--- src/include/txc_pkg.sv ---
// Constants, types and field layout of the transmit abort and retry control
// Operation
// - Busy line by default abandons packet, no retry
// - Retry-on-busy retries to limit, then failed
// - Hard reset still aborts; enabled cable reset aborts cable-plug packets
// - Good new matching packet aborts pending transmission
// - Software abort request always cancels pending packet
// - SOP aborts non-SOP unless same-type-only set
// - Soft reset ack ignores busy with auto-response on, unless disabled
// - Disable bit lets wait-idle govern ack
// - Wait-for-idle holds packet until line quiet
// - Wait-for-idle outranks retry-on-busy
// - Auto-response bit enables GoodCRC, BIST replies
// - Auto-response off means no hardware retries
// - Bit 1 selects buffer or FIFO loading
// - Bit 0 selects automatic or raw processing
// - Retry limit zero disables hardware retry
package txc_pkg;
   // Register map
   localparam logic [15:0] TXC_CTL_A_ADDR = 16'h1a00;
   localparam logic [7:0] TXC_CTL_A_RST = 8'h00;
   localparam logic [7:0] TXC_CTL_A_WMASK = 8'h7f;
   localparam logic [7:0] TXC_RDATA_IDLE = 8'h00;
   // Field positions of transmit_control_a
   localparam int TXC_BIT_RETRY_BUSY = 6;
   localparam int TXC_BIT_SAME_ONLY = 5;
   localparam int TXC_BIT_SR_SPCL_OFF = 4;
   localparam int TXC_BIT_WAIT_IDLE = 3;
   localparam int TXC_BIT_AUTO_RSP = 2;
   localparam int TXC_BIT_FIFO_LOAD = 1;
   localparam int TXC_BIT_RAW = 0;
   // Start-of-packet codes
   localparam logic [2:0] TXC_SOP = 3'h0;
   localparam logic [2:0] TXC_SOP_P = 3'h1;
   localparam logic [2:0] TXC_SOP_PP = 3'h2;
   localparam logic [2:0] TXC_SOP_P_DBG = 3'h3;
   localparam logic [2:0] TXC_SOP_PP_DBG = 3'h4;
   // Counters and queue shape
   localparam logic [2:0] TXC_TRIES_RST = 3'h0;
   localparam logic [2:0] TXC_TRIES_ONE = 3'h1;
   localparam int TXC_Q_WIDTH = 8;
   localparam int TXC_Q_DEPTH = 32;
   // Transmit sequencer states
   typedef enum logic [1:0] {
      TXC_ST_IDLE,
      TXC_ST_ARB,
      TXC_ST_SEND,
      TXC_ST_ACK
   } txc_state_e;
endpackage

--- src/include/txc_stream_if.sv ---
// Valid/ready byte stream between the queue and the sequencer
`timescale 1ns/1ns
interface txc_stream_if #(parameter int W = 8);
   logic valid;
   logic ready;
   logic [W-1:0] data;
   modport src (output valid, output data, input ready);
   modport snk (input valid, input data, output ready);
endinterface

--- src/hw/txc_abort_match.sv ---
// Decides whether a pending transmission must be abandoned this cycle
`timescale 1ns/1ns
module txc_abort_match
   import txc_pkg::*;
(
   // Receive events
   input wire logic rx_good,
   input wire logic rx_dup,
   input wire logic rx_ping,
   input wire logic rx_goodcrc,
   input wire logic [2:0] rx_sop,
   input wire logic rx_hard_reset,
   input wire logic rx_cable_reset,
   // Policy and pending packet
   input wire logic cable_reset_en,
   input wire logic sw_abort,
   input wire logic same_only,
   input wire logic [2:0] pend_sop,
   // Decision
   output logic abort_now
);
   logic fresh;
   logic sop_hit;
   logic cable_hit;

   // Packet that counts as new traffic, soft reset included
   assign fresh = rx_good && !rx_dup && !rx_ping && !rx_goodcrc;
   // Same type, or SOP over a non-SOP pending packet
   assign sop_hit = (rx_sop == pend_sop) ||
      (rx_sop == TXC_SOP && pend_sop != TXC_SOP && !same_only);
   // Cable reset only hits the cable-plug variants
   assign cable_hit = rx_cable_reset && cable_reset_en &&
      pend_sop >= TXC_SOP_P && pend_sop <= TXC_SOP_PP_DBG;
   // Any abort source wins over the busy policy
   assign abort_now = rx_hard_reset || cable_hit || (fresh && sop_hit) ||
      sw_abort;
endmodule

--- src/hw/txc_queue.sv ---
// Transmit queue FIFO with registered output word
`timescale 1ns/1ns
module txc_queue #(
   parameter int W = 8,
   parameter int DEPTH = 32
) (
   // Clock and reset
   input wire logic sys_clk,
   input wire logic reset,
   // Control
   input wire logic flush,
   // Streams
   txc_stream_if.snk wr,
   txc_stream_if.src rd
);
   localparam int AW = $clog2(DEPTH);
   localparam logic [AW:0] FULL = (AW+1)'(DEPTH);
   localparam logic [AW-1:0] PTR_ONE = AW'(1);

   typedef struct packed {
      logic [DEPTH-1:0][W-1:0] mem;
      logic [AW-1:0] wp;
      logic [AW-1:0] rp;
      logic [AW:0] cnt;
      logic in_rdy;
      logic ov;
      logic [W-1:0] od;
   } txc_q_s;

   txc_q_s s_r;
   txc_q_s s_nxt;
   logic push;
   logic pop;

   assign wr.ready = s_r.in_rdy;
   assign rd.valid = s_r.ov;
   assign rd.data = s_r.od;

   // Storage, pointers and output stage
   always_comb begin
      s_nxt = s_r;
      push = wr.valid && s_r.in_rdy;
      pop = (s_r.cnt != '0) && (!s_r.ov || rd.ready);
      if (rd.ready) begin
         s_nxt.ov = 1'b0;
      end
      if (pop) begin
         s_nxt.od = s_r.mem[s_r.rp];
         s_nxt.ov = 1'b1;
         s_nxt.rp = s_r.rp + PTR_ONE;
      end
      if (push) begin
         s_nxt.mem[s_r.wp] = wr.data;
         s_nxt.wp = s_r.wp + PTR_ONE;
      end
      s_nxt.cnt = s_r.cnt + (AW+1)'(push) - (AW+1)'(pop);
      if (flush) begin
         s_nxt.wp = '0;
         s_nxt.rp = '0;
         s_nxt.cnt = '0;
         s_nxt.ov = 1'b0;
      end
      s_nxt.in_rdy = (s_nxt.cnt != FULL); // Honest full, registered
   end

   // State register
   always_ff @(posedge sys_clk or posedge reset) begin
      if (reset) begin
         s_r <= '0;
         s_r.in_rdy <= 1'b1;
      end else begin
         s_r <= s_nxt;
      end
   end
endmodule

--- src/hw/txc_tx_control.sv ---
// Transmit abort, retry and wait-for-idle sequencer with its control register
`timescale 1ns/1ns
module txc_tx_control
   import txc_pkg::*;
(
   // Clock and reset
   input wire logic sys_clk,
   input wire logic reset,
   // Register port
   input wire logic [15:0] reg_addr,
   input wire logic reg_wr,
   input wire logic reg_rd,
   input wire logic [7:0] reg_wdata,
   output logic [7:0] reg_rdata,
   // Transmit request
   input wire logic tx_go,
   input wire logic [2:0] tx_go_sop,
   input wire logic tx_go_sr_ack,
   input wire logic [2:0] retry_limit,
   input wire logic cable_reset_en,
   input wire logic tx_abort_req,
   // Queue write side
   input wire logic q_valid,
   input wire logic [7:0] q_data,
   output logic q_ready,
   // Line side
   input wire logic line_busy,
   output logic phy_valid,
   output logic [7:0] phy_data,
   input wire logic phy_ready,
   input wire logic phy_eop,
   input wire logic ack_ok,
   input wire logic ack_timeout,
   // Receive events
   input wire logic rx_good,
   input wire logic rx_dup,
   input wire logic rx_ping,
   input wire logic rx_goodcrc,
   input wire logic [2:0] rx_sop,
   input wire logic rx_hard_reset,
   input wire logic rx_cable_reset,
   // Status and mode outputs
   output logic tx_active,
   output logic tx_success,
   output logic tx_aborted,
   output logic transmit_failed_flag,
   output logic [2:0] hw_tries,
   output logic auto_response_en,
   output logic queue_fifo_loading_en,
   output logic raw_payload_processing_en
);
   typedef struct packed {
      txc_state_e st;
      logic [7:0] ctl;
      logic [2:0] tries;
      logic [2:0] sop;
      logic sr_ack;
      logic [7:0] rdata;
      logic pv;
      logic [7:0] pd;
      logic active;
      logic ok;
      logic aborted;
      logic failed;
      logic flush;
   } txc_top_s;

   txc_top_s s_r;
   txc_top_s s_nxt;
   txc_stream_if #(.W(TXC_Q_WIDTH)) q_in ();
   txc_stream_if #(.W(TXC_Q_WIDTH)) q_out ();
   logic abort_now;
   logic hit;
   logic busy_retry;
   logic special;
   logic [2:0] eff_limit;

   // Queue write side and drain side
   assign q_in.valid = q_valid;
   assign q_in.data = q_data;
   assign q_ready = q_in.ready;
   assign q_out.ready = (s_r.st == TXC_ST_SEND) && (!s_r.pv || phy_ready);

   txc_queue #(
      .W(TXC_Q_WIDTH),
      .DEPTH(TXC_Q_DEPTH)
   ) u_queue (
      .sys_clk(sys_clk),
      .reset(reset),
      .flush(s_r.flush),
      .wr(q_in.snk),
      .rd(q_out.src)
   );

   txc_abort_match u_match (
      .rx_good(rx_good),
      .rx_dup(rx_dup),
      .rx_ping(rx_ping),
      .rx_goodcrc(rx_goodcrc),
      .rx_sop(rx_sop),
      .rx_hard_reset(rx_hard_reset),
      .rx_cable_reset(rx_cable_reset),
      .cable_reset_en(cable_reset_en),
      .sw_abort(tx_abort_req),
      .same_only(s_r.ctl[TXC_BIT_SAME_ONLY]),
      .pend_sop(s_r.sop),
      .abort_now(abort_now)
   );

   // Policy terms
   assign hit = (reg_addr == TXC_CTL_A_ADDR);
   assign eff_limit = s_r.ctl[TXC_BIT_AUTO_RSP] ? retry_limit : TXC_TRIES_RST;
   assign busy_retry = s_r.ctl[TXC_BIT_RETRY_BUSY] && !s_r.ctl[TXC_BIT_WAIT_IDLE];
   assign special = s_r.sr_ack && s_r.ctl[TXC_BIT_AUTO_RSP] &&
      !s_r.ctl[TXC_BIT_SR_SPCL_OFF];

   // Outputs straight from state
   assign reg_rdata = s_r.rdata;
   assign phy_valid = s_r.pv;
   assign phy_data = s_r.pd;
   assign tx_active = s_r.active;
   assign tx_success = s_r.ok;
   assign tx_aborted = s_r.aborted;
   assign transmit_failed_flag = s_r.failed;
   assign hw_tries = s_r.tries;
   assign auto_response_en = s_r.ctl[TXC_BIT_AUTO_RSP];
   assign queue_fifo_loading_en = s_r.ctl[TXC_BIT_FIFO_LOAD];
   assign raw_payload_processing_en = s_r.ctl[TXC_BIT_RAW];

   // Register access, byte pipeline and sequencer
   always_comb begin
      s_nxt = s_r;
      s_nxt.ok = 1'b0;
      s_nxt.aborted = 1'b0;
      s_nxt.failed = 1'b0;
      s_nxt.flush = 1'b0;
      if (reg_wr && hit) begin
         s_nxt.ctl = reg_wdata & TXC_CTL_A_WMASK;
      end
      s_nxt.rdata = (reg_rd && hit) ? (s_r.ctl & TXC_CTL_A_WMASK) : TXC_RDATA_IDLE;
      if (phy_ready) begin
         s_nxt.pv = 1'b0;
      end
      if (q_out.valid && q_out.ready) begin
         s_nxt.pv = 1'b1;
         s_nxt.pd = q_out.data;
      end
      case (s_r.st)
         TXC_ST_IDLE: begin
            if (tx_go) begin
               s_nxt.st = TXC_ST_ARB;
               s_nxt.sop = tx_go_sop;
               s_nxt.sr_ack = tx_go_sr_ack;
               s_nxt.tries = TXC_TRIES_RST;
               s_nxt.active = 1'b1;
            end
         end
         TXC_ST_ARB: begin
            if (!line_busy || special) begin
               s_nxt.st = TXC_ST_SEND;
            end else if (s_r.ctl[TXC_BIT_WAIT_IDLE]) begin
               s_nxt.st = TXC_ST_ARB;
            end else if (busy_retry && s_r.tries < eff_limit) begin
               s_nxt.tries = s_r.tries + TXC_TRIES_ONE;
            end else if (busy_retry) begin
               s_nxt.st = TXC_ST_IDLE;
               s_nxt.active = 1'b0;
               s_nxt.failed = 1'b1;
               s_nxt.flush = 1'b1;
            end else begin
               s_nxt.st = TXC_ST_IDLE;
               s_nxt.active = 1'b0;
               s_nxt.aborted = 1'b1;
               s_nxt.flush = 1'b1;
            end
         end
         TXC_ST_SEND: begin
            if (phy_eop && s_r.ctl[TXC_BIT_AUTO_RSP]) begin
               s_nxt.st = TXC_ST_ACK;
            end else if (phy_eop) begin
               s_nxt.st = TXC_ST_IDLE;
               s_nxt.active = 1'b0;
               s_nxt.ok = 1'b1;
            end
         end
         TXC_ST_ACK: begin
            if (ack_ok) begin
               s_nxt.st = TXC_ST_IDLE;
               s_nxt.active = 1'b0;
               s_nxt.ok = 1'b1;
            end else if (ack_timeout && s_r.tries < eff_limit) begin
               s_nxt.st = TXC_ST_ARB;
               s_nxt.tries = s_r.tries + TXC_TRIES_ONE;
            end else if (ack_timeout) begin
               s_nxt.st = TXC_ST_IDLE;
               s_nxt.active = 1'b0;
               s_nxt.failed = 1'b1;
               s_nxt.flush = 1'b1;
            end
         end
         default: begin
            s_nxt.st = TXC_ST_IDLE;
            s_nxt.active = 1'b0;
         end
      endcase
      // Abort sources override every policy while a packet is pending
      if (s_r.st != TXC_ST_IDLE && abort_now) begin
         s_nxt.st = TXC_ST_IDLE;
         s_nxt.active = 1'b0;
         s_nxt.ok = 1'b0;
         s_nxt.failed = 1'b0;
         s_nxt.aborted = 1'b1;
         s_nxt.flush = 1'b1;
         s_nxt.pv = 1'b0;
      end
   end

   // State register
   always_ff @(posedge sys_clk or posedge reset) begin
      if (reset) begin
         s_r <= '0;
         s_r.st <= TXC_ST_IDLE;
         s_r.ctl <= TXC_CTL_A_RST;
         s_r.tries <= TXC_TRIES_RST;
      end else begin
         s_r <= s_nxt;
      end
   end

   logic busy_arb;
   assign busy_arb = s_r.st == TXC_ST_ARB && line_busy && !abort_now && !special;
endmodule

--- config.mk ---
export PLATFORM = sky130hd
export DESIGN_NAME = txc_tx_control
export DESIGN_NICKNAME = d
export VERILOG_FILES = /design/src/include/txc_pkg.sv /design/src/include/txc_stream_if.sv /design/src/hw/txc_abort_match.sv /design/src/hw/txc_queue.sv /design/src/hw/txc_tx_control.sv
export SDC_FILE = /design/constraint.sdc
export NUM_CORES = 1
export LEC_CHECK = 0
export BUFFER_PORTS_ARGS = -buffer_cell sky130_fd_sc_hd__buf_2
export CORE_MARGIN = 2
export CORE_UTILIZATION = 61
export CTS_CLUSTER_DIAMETER = 120
export DETAILED_ROUTE_END_ITERATION = 8
export GPL_TIMING_DRIVEN = 0
export PLACE_DENSITY = 0.8
export SETUP_SLACK_MARGIN = 0.15
export SLEW_MARGIN = 5
export SYNTH_ARGS = -nofsm -noshare
export SYNTH_HDL_FRONTEND = slang
export SYNTH_HIERARCHICAL = 1
export SYNTH_SLANG_ARGS = --single-unit
--- constraint.sdc ---
create_clock -name sys_clk -period 13.86 [get_ports sys_clk]
set_clock_uncertainty 0.1 [all_clocks]
set_input_delay 2.772 -clock sys_clk [delete_from_list [all_inputs] [get_ports sys_clk]]
set_output_delay 2.772 -clock sys_clk [all_outputs]
set_load 0.02 [all_outputs]
Yosys cells after proc, flatten, opt, wreduce, memory -nomap -nowiden

Cells that the tools add are included.

Magnitude comparators: 6
Add/sub/neg operators: 5
Equal/unequal tests: 23
Reduce and logical (&&, ||, !) cells: 53
Mux-type cells: 57

Operators with widths:

| operator                                                                 | count |
|---|---|
| 256-bit bitwise mux                                                      | 1 |
| 8-bit binary-select mux with 5-bit select                                | 1 |
| 8-bit demux with 5-bit select                                            | 1 |
| 2-bit 2-to-1 mux                                                         | 15 |
| 3-bit 2-to-1 mux                                                         | 9 |
| 1-bit logical AND                                                        | 23 |
| 9-bit 2-to-1 mux                                                         | 2 |
| 16-bit by 13-bit equality test with 1-bit output (second input constant) | 1 |
| 16-bit 2-to-1 mux                                                        | 1 |
| 8-bit 2-to-1 mux                                                         | 2 |
| 1-bit 2-to-1 mux                                                         | 15 |
| 5-bit 2-to-1 mux                                                         | 3 |
| 7-bit 2-to-1 mux                                                         | 2 |
| 5-bit by 6-bit < comparator with 1-bit output (second input constant)    | 2 |
| 2-bit != test (second input constant)                                    | 6 |
| 3-bit != test (second input constant)                                    | 4 |
| 3-bit nonzero test                                                       | 4 |
| 5-bit by 1-bit adder with 5-bit output (second input constant)           | 2 |
| 5-bit != test (second input constant)                                    | 2 |
| 1-bit logical NOT                                                        | 9 |
| 3-bit case mux with 3 select lines                                       | 1 |
| 4-bit != test (second input constant)                                    | 2 |
| 2-bit case mux with 4 select lines                                       | 1 |
| 8-bit AND reduction                                                      | 1 |
| other kinds (24)                                                         | 34 |

Logic and storage cells: 195
Input port bits: 61
Output and inout bits: 28
Register bits: 319

Depth between registers and ports, before layout

Depth after elaboration: 10
Depth in mapped cells: 14
Mapped depth without buffers: 12

By module

The synthesis kept the hierarchy.

Modules (own cells, without submodules):

| module          | sequential area each (sq um) | cells an instance | area an instance (sq um) | times used |
|---|---|---|---|---|
| txc_queue       | 7058.0                       | 914               | 13141.4                  | 1 |
| txc_tx_control  | 925.9                        | 180               | 1945.6                   | 1 |
| txc_abort_match | 0.0                          | 11                | 103.8                    | 1 |

Least setup slack after synthesis

No wires, ideal clock.

Path type: input -> register
Start point: input port phy_ready
End point: register u_queue.s_r, in the netlist u_queue/wr.ready
Library setup time: 0.090 ns
Cell stages on the path: 13
Buffers on the path: 2
Arrival: 5.222 ns
Setup slack: 8.448 ns
Data required time: 13.670 ns
Path through: nand2b_1 -> and3_2 -> nand2b_1 -> nor2b_1 -> clkbuf_1 -> clkbuf_1 -> nand2_1 -> ha_1 -> a21oi_1 -> nor4b_1 -> or4_1 -> a21oi_1 -> nand4bb_1

RTL lines:

| element                | line                 | source |
|---|---|---|
| start: declaration     | txc_tx_control.sv:30 | `input wire logic phy_ready,` |
| end signal: assignment | txc_queue.sv:72      | `s_r <= s_nxt;` |
| end: declaration       | txc_queue.sv:30      | `txc_q_s s_r;` |

==> results.txt <==
The setup TNS after final layout came out at 0 ns. The worst-case vdd ir drop came out at 133 uV. The pin count of the biggest net entering global routing came out at 115. The TritonCTS clock tree is done. The synthesized cell area is between 15000 and 20000 um2. The biggest area contributor in the post-synthesis netlist is sky130_fd_sc_hd__dfrtp_1. The total of fill cells in the finished design is between 1500 and 2000. The placeable core region came out at approximately 24000 um2.

The sequential element share of the synthesized area is between 50% and 60%. The library cell used most frequently in the layout, excluding fill and tap cells, is sky130_fd_sc_hd__dfrtp_1. The setup path with the least slack is of type input pin to register.

The via count of the first global-routing pass came out at roughly 10000. The fraction of layout cells with a size suffix above 1 is between 20% and 30%. The estimated wirelength of the detail-placed design is 24600 um. The final routed wirelength across all metal layers came out at approximately 36000 um. The time the final worst path needs with I/O delays and setup is ~5.6 ns. The placer's final routability congestion estimate came out at between 0.9 and 1.

The max-capacitance violation count is 0. The number of H-tree branching levels is 2. The longest clock path from root to sink contains 3 buffers. The first global-routing pass estimated around 57000 um of wire. In this run the worst path has a maximum fanout of 10. The total iterations of the first detailed-routing run is 6. The buffers plus inverters on the worst setup path came out at 3.

The primary flip-flop cell chosen by synthesis mapping is sky130_fd_sc_hd__dfrtp_1. Once the floorplan was initialized, standard cells occupied between 60% and 70% of the core. The leakage power total came out at 8.44 nW. The residual overflow from global routing is 0.

Setup violations remaining at the end of the flow were counted as 0. The top cell types in the final layout, fill and taps aside, are sky130_fd_sc_hd__dfrtp_1 (318), sky130_fd_sc_hd__mux2_1 (255), sky130_fd_sc_hd__buf_2 (101). The post-synthesis sequential element count is 319. Synthesis produced roughly 1100 cells.

The I/O pin total is 89. The die span in y came out at roughly 160 um. The relative max-transition margin came out at between 40% and 50%. The measured slew at the worst slew-check pin came out at 0.778 ns. The worst hold path stage count is 1. STA classifies the critical path startpoint as an input pin. The port buffer count came out at between 80 and 90. The count of endpoints failing hold in the final timing report was 0. The first-iteration detailed-routing DRC count came out at between 800 and 900. The site row count came out at between 50 and 60. The clock insertion delay at the later pin of the skew report came out at 0.51 ns. Dividing the detail-routed via count by the number of cells gives roughly 6.1.

At the worst endpoint, the arrival time is about 5.9 ns. Global routing used between 20% and 30% of the available tracks across all layers. The average cell area after synthesis is around 14 um2. The path depth of the worst reg2reg path came out at 13. The clock-pin transition on the worst setup and hold timing paths is 0.06 ns. The clock sink total is about 320. The cell with the biggest individual delay on the critical path is sky130_fd_sc_hd__clkbuf_1.

The post-synthesis net count came out at between 1000 and 1500. Dividing total power by cell area gives a power density of between 150 and 200 nW/um2. The number of pins exceeding their max-slew limit in the final report was 0. Traced cell by cell, the critical path runs through buf_2, nand2b_1, and3_2, nand2b_1, nor2b_1, clkbuf_1, clkbuf_1, nand2_1, ha_1, a21oi_1, nor4b_1, or4_1, a21oi_1, nand4bb_1. The layout overhead on the synthesized area came out at 13.3%.

The number of clock buffers added by TritonCTS is 35. The number of gates on the worst path with buffers counted came out at 14. The number of nets with antenna violations after detailed routing is 0. Yosys mapped a number of flops with a built-in enable equal to 0. The achievable frequency came out at between 150 and 200 MHz. The area of the die came out at about 26000 um2. The worst setup path is captured at a register. In the finished design, the share of the clock period the worst path needs comes to around 40%. The antenna diode count is 0.

The number of distinct library cells after synthesis is between 60 and 70. The via count of the routed design came out at around 9600. Sorting the synthesized cells by area gives the leading types as sky130_fd_sc_hd__dfrtp_1 (52%), sky130_fd_sc_hd__mux2_1 (19%), sky130_fd_sc_hd__mux4_2 (5.9%). The die is 162 um wide.

The share of the synthesized area in the top cell type came out at between 50% and 60%. The number of antenna violations at the first check in global routing is 0. The routed wire length per instance is around 23 um.

In this run the clock root is driven by a sky130_fd_sc_hd__clkbuf_16. The number of post-CTS setup repair buffers came out at 0. The flow ran to the end, and the final reports show no timing, DRC or antenna violations. The final net count is 1307. The number of synthesis warnings came out at 6.

The share of async-settable or async-resettable flops after synthesis came out at between 90% and 100%. Data on the critical path is required at its endpoint by 14.18 ns. In the routed design, unresolved DRC markers number 0. In this design, the stage delay of the slowest critical-path cell is roughly 0.48 ns. The min-delay analysis places its worst path in the category register to register. The number of buffers inserted by hold repair at cts came out at 0. Setup repair after global routing left no endpoint under its margin. The kind of cell with the highest combined delay along the critical path is simple AND/OR/NAND/NOR gates. Once layout is complete, the utilization of the core stands at between 70% and 80%. The number of cells upsized or downsized after cts is 0.
[report_power, final]
group | switching, mW | internal [mW] | total, mW
clock network | 0.359 | 0.542 | 0.901
registers | 0.0830 | 1.07 | 1.16
logic | 0.410 | 0.353 | 0.763
[metal layers]
layer | share of wire [%] | up-vias | track usage, %
li1 | - | 4248 | -
met1 | 43 | 4948 | 39.0
met2 | 48 | 358 | 46.2
met3 | 6.4 | 79 | 4.93
met4 | 3.2 | 0 | 9.25
met5 | 0 | - | 0
[registers in the layout, summed over array words and instances (netlist names)]
signal                     count
tx_success                     1
u_queue/rd.valid               1
u_queue/wr.ready               1
reg_rdata                      7
auto_response_en               1
tx_active                      1
s_r                           11
phy_data                       8
hw_tries                       3
queue_fifo_loading_en          1
raw_payload_processing_en      1
u_queue/s_r                  272
phy_valid                      1
tx_aborted                     1
transmit_failed_flag           1
u_queue/rd.data                8
[cell type report]
class	instances	area, um2	area share (%)
buffer	92	518	3.01
clock buffer	52	1050	6.11
clock inverter	7	75.1	0.436
inverter	18	75.1	0.436
multi-input combinational	676	6620	38.5
sequential	319	7980	46.4
tap	324	405	2.35
timing repair buffer	88	485	2.82
[worst register-to-register path: cells and delay by family (launching register included)]
family          cells  cell delay, ns
buf+inv             3            1.05
compound gates      2            0.43
fa+ha+maj           1            0.30
flops               1            0.46
simple gates        7            1.31
[logic make-up after synthesis]
logic type	Yosys count	synth area share, %
buf+inv	110	3.85
compound gates	74	3.81
mux	383	30.8
fa+ha+maj	16	1.37
other cells	1	0.0247
simple gates	188	6.75
xor+xnor	14	0.807
flops	319	52.6
[metrics by stage]
stage / setup WS, ns / cells / hold slack, ns / cell area [um2] / power [mW]
after global placement: 0.296 / 1515 / 0.363 / 16000 / 1.90
after global routing: 7.99 / 1576 / 0.396 / 17200 / 2.96
after detailed placement: 7.83 / 1517 / 0.369 / 16100 / 1.93
after CTS: 8.34 / 1576 / 0.383 / 17200 / 2.83
final: 8.30 / 1576 / 0.383 / 17200 / 2.82
after floorplan: 3.21 / 1105 / 0.352 / 15200 / 1.72
[final timing paths]
path / slack [ns] / from / endpoint
worst max-delay path: 8.30 / phy_ready / u_queue/wr.ready
worst min-delay path: 0.38 / u_queue/s_r[241] / u_queue/s_r[241]
worst max register to register: 10.13 / s_r[38] / u_queue/wr.ready
worst min register to register: 0.38 / u_queue/s_r[241] / u_queue/s_r[241]
max in group asynchronous: 10.39 / reset / u_queue/s_r[56]
min in group asynchronous: 2.29 / reset / u_queue/s_r[151]
[synth_stat cells, drive strengths merged, types with 9 or more instances]
master,number
a21oi,13
and2,9
and3,9
buf,54
clkbuf,38
dfrtp,318
ha,15
inv,18
mux2,276
mux2i,67
mux4,40
nand2,37
nor2,66
nor3,19
o22ai,12
xnor2,10
(Power assumes the default switching activity.)
